`src/core/cmr_pkg.sv`:
```
package cmr_pkg;

    // =====================================================================
    // Feeder lines and priority modes
    // =====================================================================
    localparam int unsigned NUM_FEED = 3;          // Centre, left, right
    localparam int unsigned FEED_CENTRE = 0;       // Index of centre feeder
    localparam int unsigned FEED_LEFT = 1;         // Index of left feeder
    localparam int unsigned FEED_RIGHT = 2;        // Index of right feeder
    localparam int unsigned AGE_W = 4;             // Arrival age counter width
    localparam logic [3:0] AGE_MAX = 4'hf;         // Saturated age
    localparam logic [3:0] AGE_RST = 4'h0;         // Age after reset
    localparam logic [2:0] GRANT_RST = 3'h0;       // No grant after reset

    // Priority selection: 0 arrival order, 1 centre, 2 left, 3 right
    typedef enum logic [1:0] {
        CMR_PRI_FCFS,
        CMR_PRI_CENTRE,
        CMR_PRI_LEFT,
        CMR_PRI_RIGHT
    } cmr_pri_e;

    // Zone operating mode of a zone
    typedef enum logic {
        CMR_ZONE_ACCUM,                            // zone_accumulation_mode
        CMR_ZONE_EXTIO                             // external_controller_io_mode
    } cmr_zmode_e;

    // Arbiter state
    typedef enum logic [1:0] {
        CMR_ST_OFF,
        CMR_ST_IDLE,
        CMR_ST_GRANT
    } cmr_st_e;

    // Configuration carried as one bundle
    typedef struct packed {
        cmr_pri_e   pri;              // Priority mode
        logic       left_en;          // Left line present
        logic       right_en;         // Right line present
        logic       left_tmerge;      // Left is perpendicular discharge
        logic       right_tmerge;     // Right is perpendicular discharge
        cmr_zmode_e merge_mode;       // Mode of the merge zone
        logic       merge_count_bad;  // Second merge zone requested on module
        logic       has_extension;    // Slaved extension on merge zone
        logic       feeder_shared;    // A feeder also feeds another merge
        logic       discharge_adj;    // Discharge zone directly downstream
        logic [2:0] feeder_last;      // Each feeder is its line's last zone
        logic       single_zone;      // Module configured for one zone
        logic       merge_on_down;    // Merge assigned to downstream zone
    } cmr_cfg_s;

    // Registered state of the block
    typedef struct packed {
        cmr_st_e    st;
        logic [2:0] grant;
        logic [2:0] seen;
        logic [2:0][AGE_W-1:0] age;
        logic       active;
        logic       cfg_err;
        logic       zone_down;
    } cmr_state_s;

endpackage

```
`src/core/cmr_arbiter.sv`:
```
`timescale 1ns/10ps
// How it works
// (RULE1) Arrival-order: oldest waiting feeder wins
// (RULE2) After merge clears, next oldest feeder goes
// (RULE3) Centre priority: centre keeps winning when waiting
// (RULE4) Centre idle and clear: sides may release
// (RULE5) Centre idle: sides arbitrate by arrival
// (RULE6) Left/right priority similar; others by arrival
// (RULE7) Reject second merge zone on module
// (RULE8) Refuse activation with extension zone attached
// (RULE9) Merge zone only in accumulation mode
// (RULE10) Feeder may serve only one merge
// (RULE11) External controller honours zone status
// (RULE12) Discharge zone must be directly downstream
// (RULE13) Feeder must be line's last zone
// (RULE14) Merge on upstream, downstream or single
// (RULE15) Single-zone module zone is logically upstream
// (RULE16) Left, right or both, spur or perpendicular
// (RULE17) Same-cycle arrival tie: centre, left, right
// (RULE18) One grant held until item enters merge zone
module cmr_arbiter (
    input  wire logic              CLK_SYS,
    input  wire logic              SRST,
    input  cmr_pkg::cmr_cfg_s      CFG,
    input  wire logic [2:0]        ARRIVED,
    input  wire logic              MERGE_CLEAR,
    output logic [2:0]             RELEASE,
    output logic                   ACTIVE,
    output logic                   CFG_ERR,
    output logic                   MERGE_ZONE_DOWN
);

    // =====================================================================
    // State
    // =====================================================================
    cmr_pkg::cmr_state_s r;        // Registered state
    cmr_pkg::cmr_state_s next_r;   // Next state
    logic [2:0] en;                // Feeders configured present
    logic [2:0] wait_v;            // Feeders with an item waiting
    logic [2:0] fav;               // Favoured line one-hot
    logic [2:0] pick;              // Chosen feeder

    // Present lines; both sides may be spur or perpendicular alike
    assign en = {CFG.right_en, CFG.left_en, 1'b1}; // RULE16
    assign wait_v = ARRIVED & en;

    // Favoured line from priority mode
    always_comb begin
        case (CFG.pri)
            cmr_pkg::CMR_PRI_CENTRE: fav = 3'h1;
            cmr_pkg::CMR_PRI_LEFT:   fav = 3'h2;
            cmr_pkg::CMR_PRI_RIGHT:  fav = 3'h4;
            default:                 fav = 3'h0;
        endcase
    end

    // Oldest waiting feeder; strict greater keeps lower index on ties
    function automatic logic [2:0] oldest(input logic [2:0] m,
                                          input logic [2:0][cmr_pkg::AGE_W-1:0] a);
        logic [2:0] res;
        logic [cmr_pkg::AGE_W-1:0] best;
        res = 3'h0;
        best = '0;
        for (int i = 0; i < 3; i++) begin
            if (m[i] && (res == 3'h0 || a[i] > best)) begin // RULE17
                res = 3'h0;
                res[i] = 1'b1;
                best = a[i];
            end
        end
        return res;
    endfunction

    // Selection: favoured line first, rest by arrival order
    always_comb begin
        if ((wait_v & fav) != 3'h0) begin
            pick = wait_v & fav; // RULE3 RULE6
        end else begin
            pick = oldest(wait_v & ~fav, r.age); // RULE1 RULE4 RULE5 RULE6
        end
    end

    // =====================================================================
    // Next-state logic
    // =====================================================================
    always_comb begin
        next_r = r;
        // Configuration checks gate activation
        next_r.cfg_err = CFG.merge_count_bad            // RULE7
                       | CFG.has_extension              // RULE8
                       | (CFG.merge_mode != cmr_pkg::CMR_ZONE_ACCUM) // RULE9
                       | CFG.feeder_shared              // RULE10
                       | ~CFG.discharge_adj             // RULE12
                       | ((CFG.feeder_last & en) != en) // RULE13
                       | ~(CFG.left_en | CFG.right_en); // RULE16
        // Single-zone module always reports upstream placement
        next_r.zone_down = CFG.single_zone ? 1'b0 : CFG.merge_on_down; // RULE14 RULE15
        // Age counters: arrival order is remembered per feeder
        for (int i = 0; i < 3; i++) begin
            if (!wait_v[i]) begin
                next_r.age[i] = cmr_pkg::AGE_RST;
            end else if (r.age[i] != cmr_pkg::AGE_MAX) begin
                next_r.age[i] = r.age[i] + 4'h1;
            end
        end
        case (r.st)
            cmr_pkg::CMR_ST_OFF: begin
                next_r.grant = 3'h0;
                if (!r.cfg_err) begin
                    next_r.st = cmr_pkg::CMR_ST_IDLE;
                end
            end
            cmr_pkg::CMR_ST_IDLE: begin
                if (r.cfg_err) begin
                    next_r.st = cmr_pkg::CMR_ST_OFF;
                end else if (MERGE_CLEAR && pick != 3'h0) begin
                    next_r.grant = pick; // RULE2
                    next_r.st = cmr_pkg::CMR_ST_GRANT;
                end
            end
            cmr_pkg::CMR_ST_GRANT: begin
                // Hold the grant until the item has entered the merge zone
                if (r.cfg_err) begin
                    next_r.grant = 3'h0;
                    next_r.st = cmr_pkg::CMR_ST_OFF;
                end else if (!MERGE_CLEAR) begin
                    next_r.grant = 3'h0; // RULE18
                    next_r.st = cmr_pkg::CMR_ST_IDLE;
                end
            end
            default: begin
                next_r.st = cmr_pkg::CMR_ST_OFF;
                next_r.grant = 3'h0;
            end
        endcase
        next_r.active = (next_r.st != cmr_pkg::CMR_ST_OFF);
        // Lines waiting this cycle; the checks tie every grant to an arrival
        next_r.seen = wait_v;
    end

    // =====================================================================
    // Registers
    // =====================================================================
    always_ff @(posedge CLK_SYS) begin
        if (SRST) begin
            r.st <= cmr_pkg::CMR_ST_OFF;
            r.grant <= cmr_pkg::GRANT_RST;
            r.seen <= 3'h0;
            r.age <= '0;
            r.active <= 1'b0;
            r.cfg_err <= 1'b1;
            r.zone_down <= 1'b0;
        end else begin
            r <= next_r;
        end
    end

    // Outputs straight from flops
    assign RELEASE = r.grant;
    assign ACTIVE = r.active;
    assign CFG_ERR = r.cfg_err;
    assign MERGE_ZONE_DOWN = r.zone_down;

    // =====================================================================
    // Checks
    // =====================================================================
    one_grant_a: assert property (@(posedge CLK_SYS) disable iff (SRST) // RULE18
        $onehot0(RELEASE)) else $error("more than one release");
    err_blocks_a: assert property (@(posedge CLK_SYS) disable iff (SRST) // RULE8
        CFG.has_extension |=> ##1 (RELEASE == 3'h0)) else $error("release with extension");
    mode_chk_a: assert property (@(posedge CLK_SYS) disable iff (SRST) // RULE9
        (CFG.merge_mode != cmr_pkg::CMR_ZONE_ACCUM) |=> CFG_ERR) else $error("bad mode accepted");
    dual_merge_a: assert property (@(posedge CLK_SYS) disable iff (SRST) // RULE7
        CFG.merge_count_bad |=> CFG_ERR) else $error("second merge accepted");
    single_up_a: assert property (@(posedge CLK_SYS) disable iff (SRST) // RULE15
        CFG.single_zone |=> !MERGE_ZONE_DOWN) else $error("single zone not upstream");
    grant_clear_a: assert property (@(posedge CLK_SYS) disable iff (SRST) // RULE2
        $rose(|RELEASE) |-> $past(MERGE_CLEAR)) else $error("release while occupied");
    centre_first_a: assert property (@(posedge CLK_SYS) disable iff (SRST) // RULE3
        (r.st == cmr_pkg::CMR_ST_IDLE && !r.cfg_err && MERGE_CLEAR && !CFG.has_extension
         && CFG.pri == cmr_pkg::CMR_PRI_CENTRE && ARRIVED[0]) |=> RELEASE[0])
        else $error("centre not favoured");
    shared_feed_a: assert property (@(posedge CLK_SYS) disable iff (SRST) // RULE10
        CFG.feeder_shared |=> CFG_ERR) else $error("shared feeder accepted");
    // Discharge zone not adjacent must be refused
    discharge_adj_a: assert property (@(posedge CLK_SYS) disable iff (SRST) // RULE12
        !CFG.discharge_adj |=> CFG_ERR)
        else $error("non-adjacent discharge accepted");
    // Left feeder that is not its line's last zone
    feeder_last_a: assert property (@(posedge CLK_SYS) disable iff (SRST) // RULE13
        (CFG.left_en && !CFG.feeder_last[1]) |=> CFG_ERR)
        else $error("feeder not last zone accepted");
    // A merge with no side line is no merge at all
    no_side_a: assert property (@(posedge CLK_SYS) disable iff (SRST) // RULE16
        !(CFG.left_en || CFG.right_en) |=> CFG_ERR)
        else $error("merge without side line accepted");
    // A disabled right line never gets a release
    right_enabled_a: assert property (@(posedge CLK_SYS) disable iff (SRST) // RULE16
        $rose(RELEASE[2]) |-> $past(CFG.right_en))
        else $error("release to disabled right line");
    // Refused configuration drops the block out of service
    err_idle_a: assert property (@(posedge CLK_SYS) disable iff (SRST) // RULE8
        CFG_ERR |=> !ACTIVE)
        else $error("active with bad configuration");
    // Out of service means no release at all
    off_quiet_a: assert property (@(posedge CLK_SYS) disable iff (SRST) // RULE8
        !ACTIVE |-> (RELEASE == 3'h0))
        else $error("release while inactive");
    // Grant stands until the item is seen in the merge zone
    hold_grant_a: assert property (@(posedge CLK_SYS) disable iff (SRST) // RULE18
        (RELEASE != 3'h0 && MERGE_CLEAR && !CFG_ERR) |=> (RELEASE == $past(RELEASE)))
        else $error("grant dropped early");
    // Only a line that was waiting may be released
    granted_waiting_a: assert property (@(posedge CLK_SYS) disable iff (SRST) // RULE1
        $rose(|RELEASE) |-> ((RELEASE & ~r.seen) == 3'h0))
        else $error("release to idle line");
    // Equal arrival in arrival-order mode goes to the centre
    fcfs_tie_a: assert property (@(posedge CLK_SYS) disable iff (SRST) // RULE17
        (r.st == cmr_pkg::CMR_ST_IDLE && !r.cfg_err && MERGE_CLEAR && CFG.pri == cmr_pkg::CMR_PRI_FCFS
         && CFG.left_en && CFG.right_en && ARRIVED == 3'h7
         && r.age[0] == r.age[1] && r.age[1] == r.age[2]) |=> (RELEASE == 3'h1))
        else $error("tie not given to centre");
    // Placement follows the configuration on a two-zone module
    zone_track_a: assert property (@(posedge CLK_SYS) disable iff (SRST) // RULE14
        !CFG.single_zone |=> (MERGE_ZONE_DOWN == $past(CFG.merge_on_down)))
        else $error("merge placement not reported");

endmodule

```
`config.mk`:
```
export PLATFORM = sky130hd
export DESIGN_NAME = cmr_arbiter
export DESIGN_NICKNAME = d
export VERILOG_FILES = /design/src/core/cmr_pkg.sv /design/src/core/cmr_arbiter.sv
export SDC_FILE = /design/constraint.sdc
export NUM_CORES = 1
export LEC_CHECK = 0
export BUFFER_PORTS_ARGS = -buffer_cell sky130_fd_sc_hd__clkbuf_2
export CAP_MARGIN = 25
export CORE_MARGIN = 3
export CORE_UTILIZATION = 27
export CTS_BUF_LIST = sky130_fd_sc_hd__clkbuf_2 sky130_fd_sc_hd__clkbuf_4 sky130_fd_sc_hd__clkbuf_8
export DETAILED_ROUTE_END_ITERATION = 6
export SYNTH_ARGS = -nofsm -noshare
export SYNTH_HDL_FRONTEND = slang
export SYNTH_SLANG_ARGS = --single-unit
```
`constraint.sdc`:
```
create_clock -name CLK_SYS -period 4.6 [get_ports CLK_SYS]
set_input_delay 0.46 -clock CLK_SYS [delete_from_list [all_inputs] [get_ports CLK_SYS]]
set_output_delay 0.46 -clock CLK_SYS [all_outputs]
set_load 0.01 [all_outputs]
```
# --- Word-level counts from Yosys, hierarchy flattened ---
# Cells that the tools add are included.
classes:
  add_sub_neg: 3
  magnitude_cmp: 2
  n_eq_ne: 12
  n_mux: 18
  bitwise_logic: 17
  n_reduce_logical: 16
ops:
  columns: ["cell", "count"]
  rows:
  - ["$mux 3", 6]
  - ["$mux 4", 4]
  - ["$mux 5", 3]
  - ["$pmux 5 s3", 1]
  - ["$add 4x1->4 const B", 3]
  - ["$and 3x3->3", 4]
  - ["$ne 4x4->1 const B", 3]
  - ["$pmux 3 s3", 1]
  - ["$gt 4x4->1", 2]
  - ["$reduce_or 2->1", 4]
  - ["$or 1x1->1", 7]
  - ["$eq 2x2->1 const B", 3]
  - ["$logic_not 3->1", 2]
  - ["$reduce_bool 3->1", 2]
  - ["$not 1->1", 5]
  - ["$eq 2x1->1 const B", 2]
  - ["$mux 2", 2]
  - ["$ne 2x2->1 const B", 2]
  - ["$logic_and 1x1->1", 3]
  - ["$ne 3x3->1", 1]
  - ["$ne 3x3->1 const B", 1]
  - ["$not 3->3", 1]
  - ["$reduce_and 3->1", 1]
  - ["$logic_not 2->1", 1]
  - ["3 further kinds", 4]
word_totals:
  register_bits: 20
  in_bits: 22
  out_inout_bits: 6
  wordCells: 76

# --- Logic depth before layout (Yosys ltp) ---
logic_depth:
  ltp_word: 22
  depth_mapped: 19
  mapped_depth_nobuf: 16

# --- Least setup slack after synthesis ---
# Ideal clock, no wire load.
synth_path:
  kind: "input to register"
  start: "input CFG[14] (netlist name)"
  end: "register r (netlist bit RELEASE[1])"
  setup_time_ns: 0.072
  t_arrival_ns: 3.718
  required_ns: 4.528
  slack_ns: 0.810
  stages: 19
  path_buffers: 3
  path_cell_list: "buf_2 > nand2b_1 > and2_0 > clkbuf_1 > nand2_1 > ha_1 > a21o_1 > or3b_1 > o21ai_2 > buf_6 > nor2_1 > a31oi_1 > ha_1 > a211oi_1 > o21ai_1 > a31oi_1 > a21o_1 > a41o_1 > mux2i_1"
synth_via:
  elab_chain_len: 20
  word_cells_on_any_way: 33
  classes_between: "2 x order compare; 4 x eq/ne; 14 x mux; 3 x bitwise; 10 x reduce/logical"
synth_lines:
  columns: ["item", "line", "text"]
  rows:
  - ["from (decl)", "cmr_arbiter.sv:24", "input cmr_pkg::cmr_cfg_s CFG,"]
  - ["$eq 2x2->1 / $eq 2x1->1 (equally long branches)", "cmr_arbiter.sv:49", "case (CFG.pri)"]
  - ["$pmux 3 s3 *", "cmr_arbiter.sv:49", null]
  - ["$not 3->3", "cmr_arbiter.sv:79", "pick = oldest(wait_v & ~fav, r.age);"]
  - ["$and 3x3->3", "cmr_arbiter.sv:79", null]
  - ["$mux 4 / $mux 1 (equally long branches)", "cmr_arbiter.sv:65", "if (m[i] && (res == 3'h0 || a[i] > best)) begin"]
  - ["$mux 4 / $mux 3 (equally long branches)", "cmr_arbiter.sv:76", "if ((wait_v & fav) != 3'h0) begin"]
  - ["$gt 4x4->1 / $logic_not 3->1 (equally long branches)", "cmr_arbiter.sv:65", null]
  - ["$logic_or 1x1->1", "cmr_arbiter.sv:65", null]
  - ["[... 4 more ...]", null, null]
  - ["$logic_or 1x1->1", "cmr_arbiter.sv:65", null]
  - ["$logic_and 1x1->1", "cmr_arbiter.sv:65", null]
  - ["$mux 3", "cmr_arbiter.sv:65", null]
  - ["$mux 3 *", "cmr_arbiter.sv:76", null]
  - ["$reduce_bool 3->1", "cmr_arbiter.sv:116", "end else if (MERGE_CLEAR && pick != 3'h0) begin"]
  - ["$logic_and 1x1->1", "cmr_arbiter.sv:116", null]
  - ["$ne 2x2->1 (no source line)", null, null]
  - ["$reduce_and 3->1 (no source line)", null, null]
  - ["to (signal assigned)", "cmr_arbiter.sv:154", "r <= next_r;"]
  - ["to (decl)", "cmr_arbiter.sv:36", "cmr_pkg::cmr_state_s r;"]
# Every way passes the cells marked *; elsewhere a longest branch is shown, timed or not. The select of a mux whose other input is x is not followed.
# A chain may end at the register's enable or synchronous reset.

# --- Final worst setup path ---
layout_path:
  start: "input CFG[14] (netlist name)"
  end: "register r (netlist bit RELEASE[2])"
# Same word-level chain as after synthesis.

==> impl_metrics.env <==
export IMPL_min_path_type="in -> reg"
export IMPL_avgSynthCellArea_um2=8.11
export IMPL_core_area_um2=4820
export IMPL_clk_path_buf_depth=2
export IMPL_clock_latency_ns=0.27
export IMPL_ys_flop_type="dfxtp_1"
export IMPL_power_leakage_nw=0.652
export IMPL_gp_congestion=0.824
export IMPL_yosysMostFrequentCell="nand2_1"
export IMPL_drt_vias_per_instance=4.73
export IMPL_clock_sinks=20
export IMPL_worst_pin_slew_ns=0.443
export IMPL_yosys_cell_types_count=42
export IMPL_fin_skew_ns=0.00312
export IMPL_grt_overflow=0
export IMPL_crit_family="compound AO/OA/AOI/OAI gates"
export IMPL_post_drt_wl_per_cell_um=11.2
export IMPL_ant_nets=0
export IMPL_pwr_share_clk_pct=44.4
export IMPL_cp_cell_sequence="clkbuf_2 > nand2b_1 > and2_0 > nand2_1 > ha_1 > a21o_1 > or3b_1 > o21ai_2 > nor2_1 > a31oi_1 > ha_1 > a211oi_1 > o21ai_1 > a31oi_1 > a21o_1 > a41o_1 > mux2i_1"
export IMPL_fin_crit_sh_pct=87.1
export IMPL_grt_pass1_vias=1177
export IMPL_cp_arrival_ns=4.21
export IMPL_fin_ws_ns=0.591
export IMPL_worstHoldStart="CFG[1]"
export IMPL_io_buffers=25
export IMPL_yosysTopAreaCell="dfxtp_1"
export IMPL_ys_seq_area_share_pct=29.2
export IMPL_numCtsBuffers=3
export IMPL_drc=0
export IMPL_rsz0062_at_grt="no"
export IMPL_syn_nets=202
export IMPL_synth_seq_cells=20
export IMPL_antenna_found_initial=0
export IMPL_place_ws_ns=0.361
export IMPL_seq_power_share_pct=43.3
export IMPL_intPower_w=0.000314
export IMPL_dp_cells=256
export IMPL_grt_pass1_wl_um=5390
export IMPL_yosys_warnings=0
export IMPL_drive_gt1_share_pct=18.1
export IMPL_syn2layout_area_growth_pct=17.6
export IMPL_finalSetupViolCount=0
export IMPL_tns_ns=0
export IMPL_cp_start_kind="primary input"
export IMPL_status="finished, final reports clean"
export IMPL_period_minus_slack_ns=4.01
export IMPL_finalHoldViolCount=0
export IMPL_nNetsFinal=227
export IMPL_dp_hpwl_um=2330
export IMPL_synth_area_leaders="dfxtp_1 29%, ha_1 10%, nand2_1 5.8%, mux2i_1 5.1%, nor2_1 4.9%"
export IMPL_ir_drop_mv=0.0885
export IMPL_relSlewSlack_pct=70.0
export IMPL_syn_area_um2=1370
export IMPL_num_antenna_cells=0
export IMPL_rrSetupSlack_ns=0.99
export IMPL_max_freq_mhz=249
export IMPL_netlist_instances=169
export IMPL_cts_htree_levels=1
export IMPL_path_max_fanout=11
export IMPL_fin_cells=260
export IMPL_die_area_um2=5970
export IMPL_clk_pin_slew_worst_paths_ns=0.08
export IMPL_path_buf_inv=1
export IMPL_track_usage_pct=11.1
export IMPL_start_util_pct=28.4
export IMPL_root_buffer="clkbuf_8"
export IMPL_critPathLaunch="CFG[14]"
export IMPL_cts_resized=0
export IMPL_drv_cap=0
export IMPL_synth_common_cells="21 x nand2_1, 20 x dfxtp_1, 18 x nor2_1"
export IMPL_drtIter0Drc=65
export IMPL_finalWirelength_um=2920
export IMPL_cts_hold_buf=0
export IMPL_die_w_um=77.2
export IMPL_netSwitchingFraction_pct=23.5
export IMPL_io_pins=28
export IMPL_crit_slowest_cell="or3b_1"
export IMPL_critPathCaptureType="flop"
export IMPL_cts_tree="done"
export IMPL_vias=1230
export IMPL_drt_pre_antenna_iters=4
export IMPL_synth_edff_count=0
export IMPL_grt_max_degree=13
export IMPL_async_flop_share_pct=0
export IMPL_timing_rr_start="r[6]"
export IMPL_switching_power_w=0.0000966
export IMPL_slowest_delay_ns=0.36
export IMPL_slew_viol_final=0
export IMPL_power_density_nw_per_um2=255
export IMPL_required_ns=4.80
export IMPL_synth_top_area_share_pct=29.2
export IMPL_die_h_um=77.2
export IMPL_crit_type="in -> reg"
export IMPL_pwr_share_comb_pct=12.4
export IMPL_rows=25
export IMPL_cts_setup_buffers=0
[through the flow]
step / power (W) / cell area, µm² / util, % / hold slack, ns
after global placement: 0.000232 / 1540 / 32.0 / 0.452
after detailed placement: 0.000232 / 1540 / 32.0 / 0.460
after global routing: 0.000428 / 1610 / 33.5 / 0.361
after CTS: 0.000417 / 1610 / 33.5 / 0.331
after floorplan: 0.000215 / 1370 / - / 0.438
final: 0.000411 / 1610 / 33.5 / 0.342
[kinds of logic (layout without fill, tap and decap cells)]
group	Yosys count	count (layout)	synth area share, %
buffers and inverters	15	39	6.12
and+or+nand+nor	77	77	28.2
DFF	20	20	29.2
xor gates and xnor gates	3	3	1.92
adders and majority gates	11	11	10.0
muxes	7	7	5.11
AOI/OAI and AO/OA	36	36	19.4
[cell usage in the layout, fill, tap and decap left out, types with 3 or more instances in the layout]
cell type / count
ha_1: 11
nor2b_1: 4
o21ai_1: 3
nor3b_1: 3
nand2_1: 21
mux2i_1: 7
nand3_1: 11
clkbuf_8: 3
clkbuf_2: 25
nor2_1: 18
nand2b_1: 4
nor3_1: 5
dfxtp_1: 20
xnor2_1: 3
inv_1: 8
o21a_1: 3
a31oi_1: 9
a211oi_1: 4
[power by group through the flow]
stage / combinational [W] / sequential [W] / clock, W
5_1_grt: 0.0000587 / 0.000178 / 0.000191
3_5_place_dp: 0.0000505 / 0.000182 / 0
4_1_cts: 0.0000507 / 0.000178 / 0.000188
2_1_floorplan: 0.0000338 / 0.000181 / 0
6_report: 0.0000507 / 0.000178 / 0.000182
3_3_place_gp: 0.0000502 / 0.000182 / 0
[sequential cells by signal (all words and copies together) (netlist names)]
| register | cells |
|---|---|
| RELEASE | 3 |
| r | 14 |
| ACTIVE | 1 |
| MERGE_ZONE_DOWN | 1 |
| CFG_ERR | 1 |
[worst register-to-register path: stages (launching register included)]
cell,delay [ns]
dfxtp_1,0.42
nand2_1,0.08
ha_1,0.32
a21o_1,0.19
or3b_1,0.36
o21ai_2,0.31
nor2_1,0.07
a31oi_1,0.22
ha_1,0.30
a211oi_1,0.24
o21ai_1,0.11
a31oi_1,0.28
a21o_1,0.19
a41o_1,0.25
mux2i_1,0.20
[final timing paths]
check / cells after the start / end
worst max register to register: 14 / RELEASE[2]
worst max-delay path: 17 / RELEASE[2]
worst min register to register: 2 / RELEASE[1]
worst min-delay path: 2 / MERGE_ZONE_DOWN
[area by class of cell]
type | instances | area (µm²)
Fill cell | 530 | 3210
Multi-Input combinational cell | 134 | 886
Timing Repair Buffer | 27 | 140
Sequential cell | 20 | 400
Tap cell | 67 | 83.8
Inverter | 8 | 30.0
Clock inverter | 1 | 30.0
Clock buffer | 3 | 41.3
[layer usage]
metal | share of wire [%] | global-route usage (%) | vias up | routed length [µm]
met5 | 0 | 0 | - | 0
met4 | 2.1 | 5.34 | 0 | 62
met3 | 2.9 | 2.70 | 5 | 84
met2 | 42 | 16.0 | 17 | 1220
met1 | 53 | 15.2 | 543 | 1550
li1 | - | - | 665 | -
No activity file was read; power rests on OpenSTA's default activity.
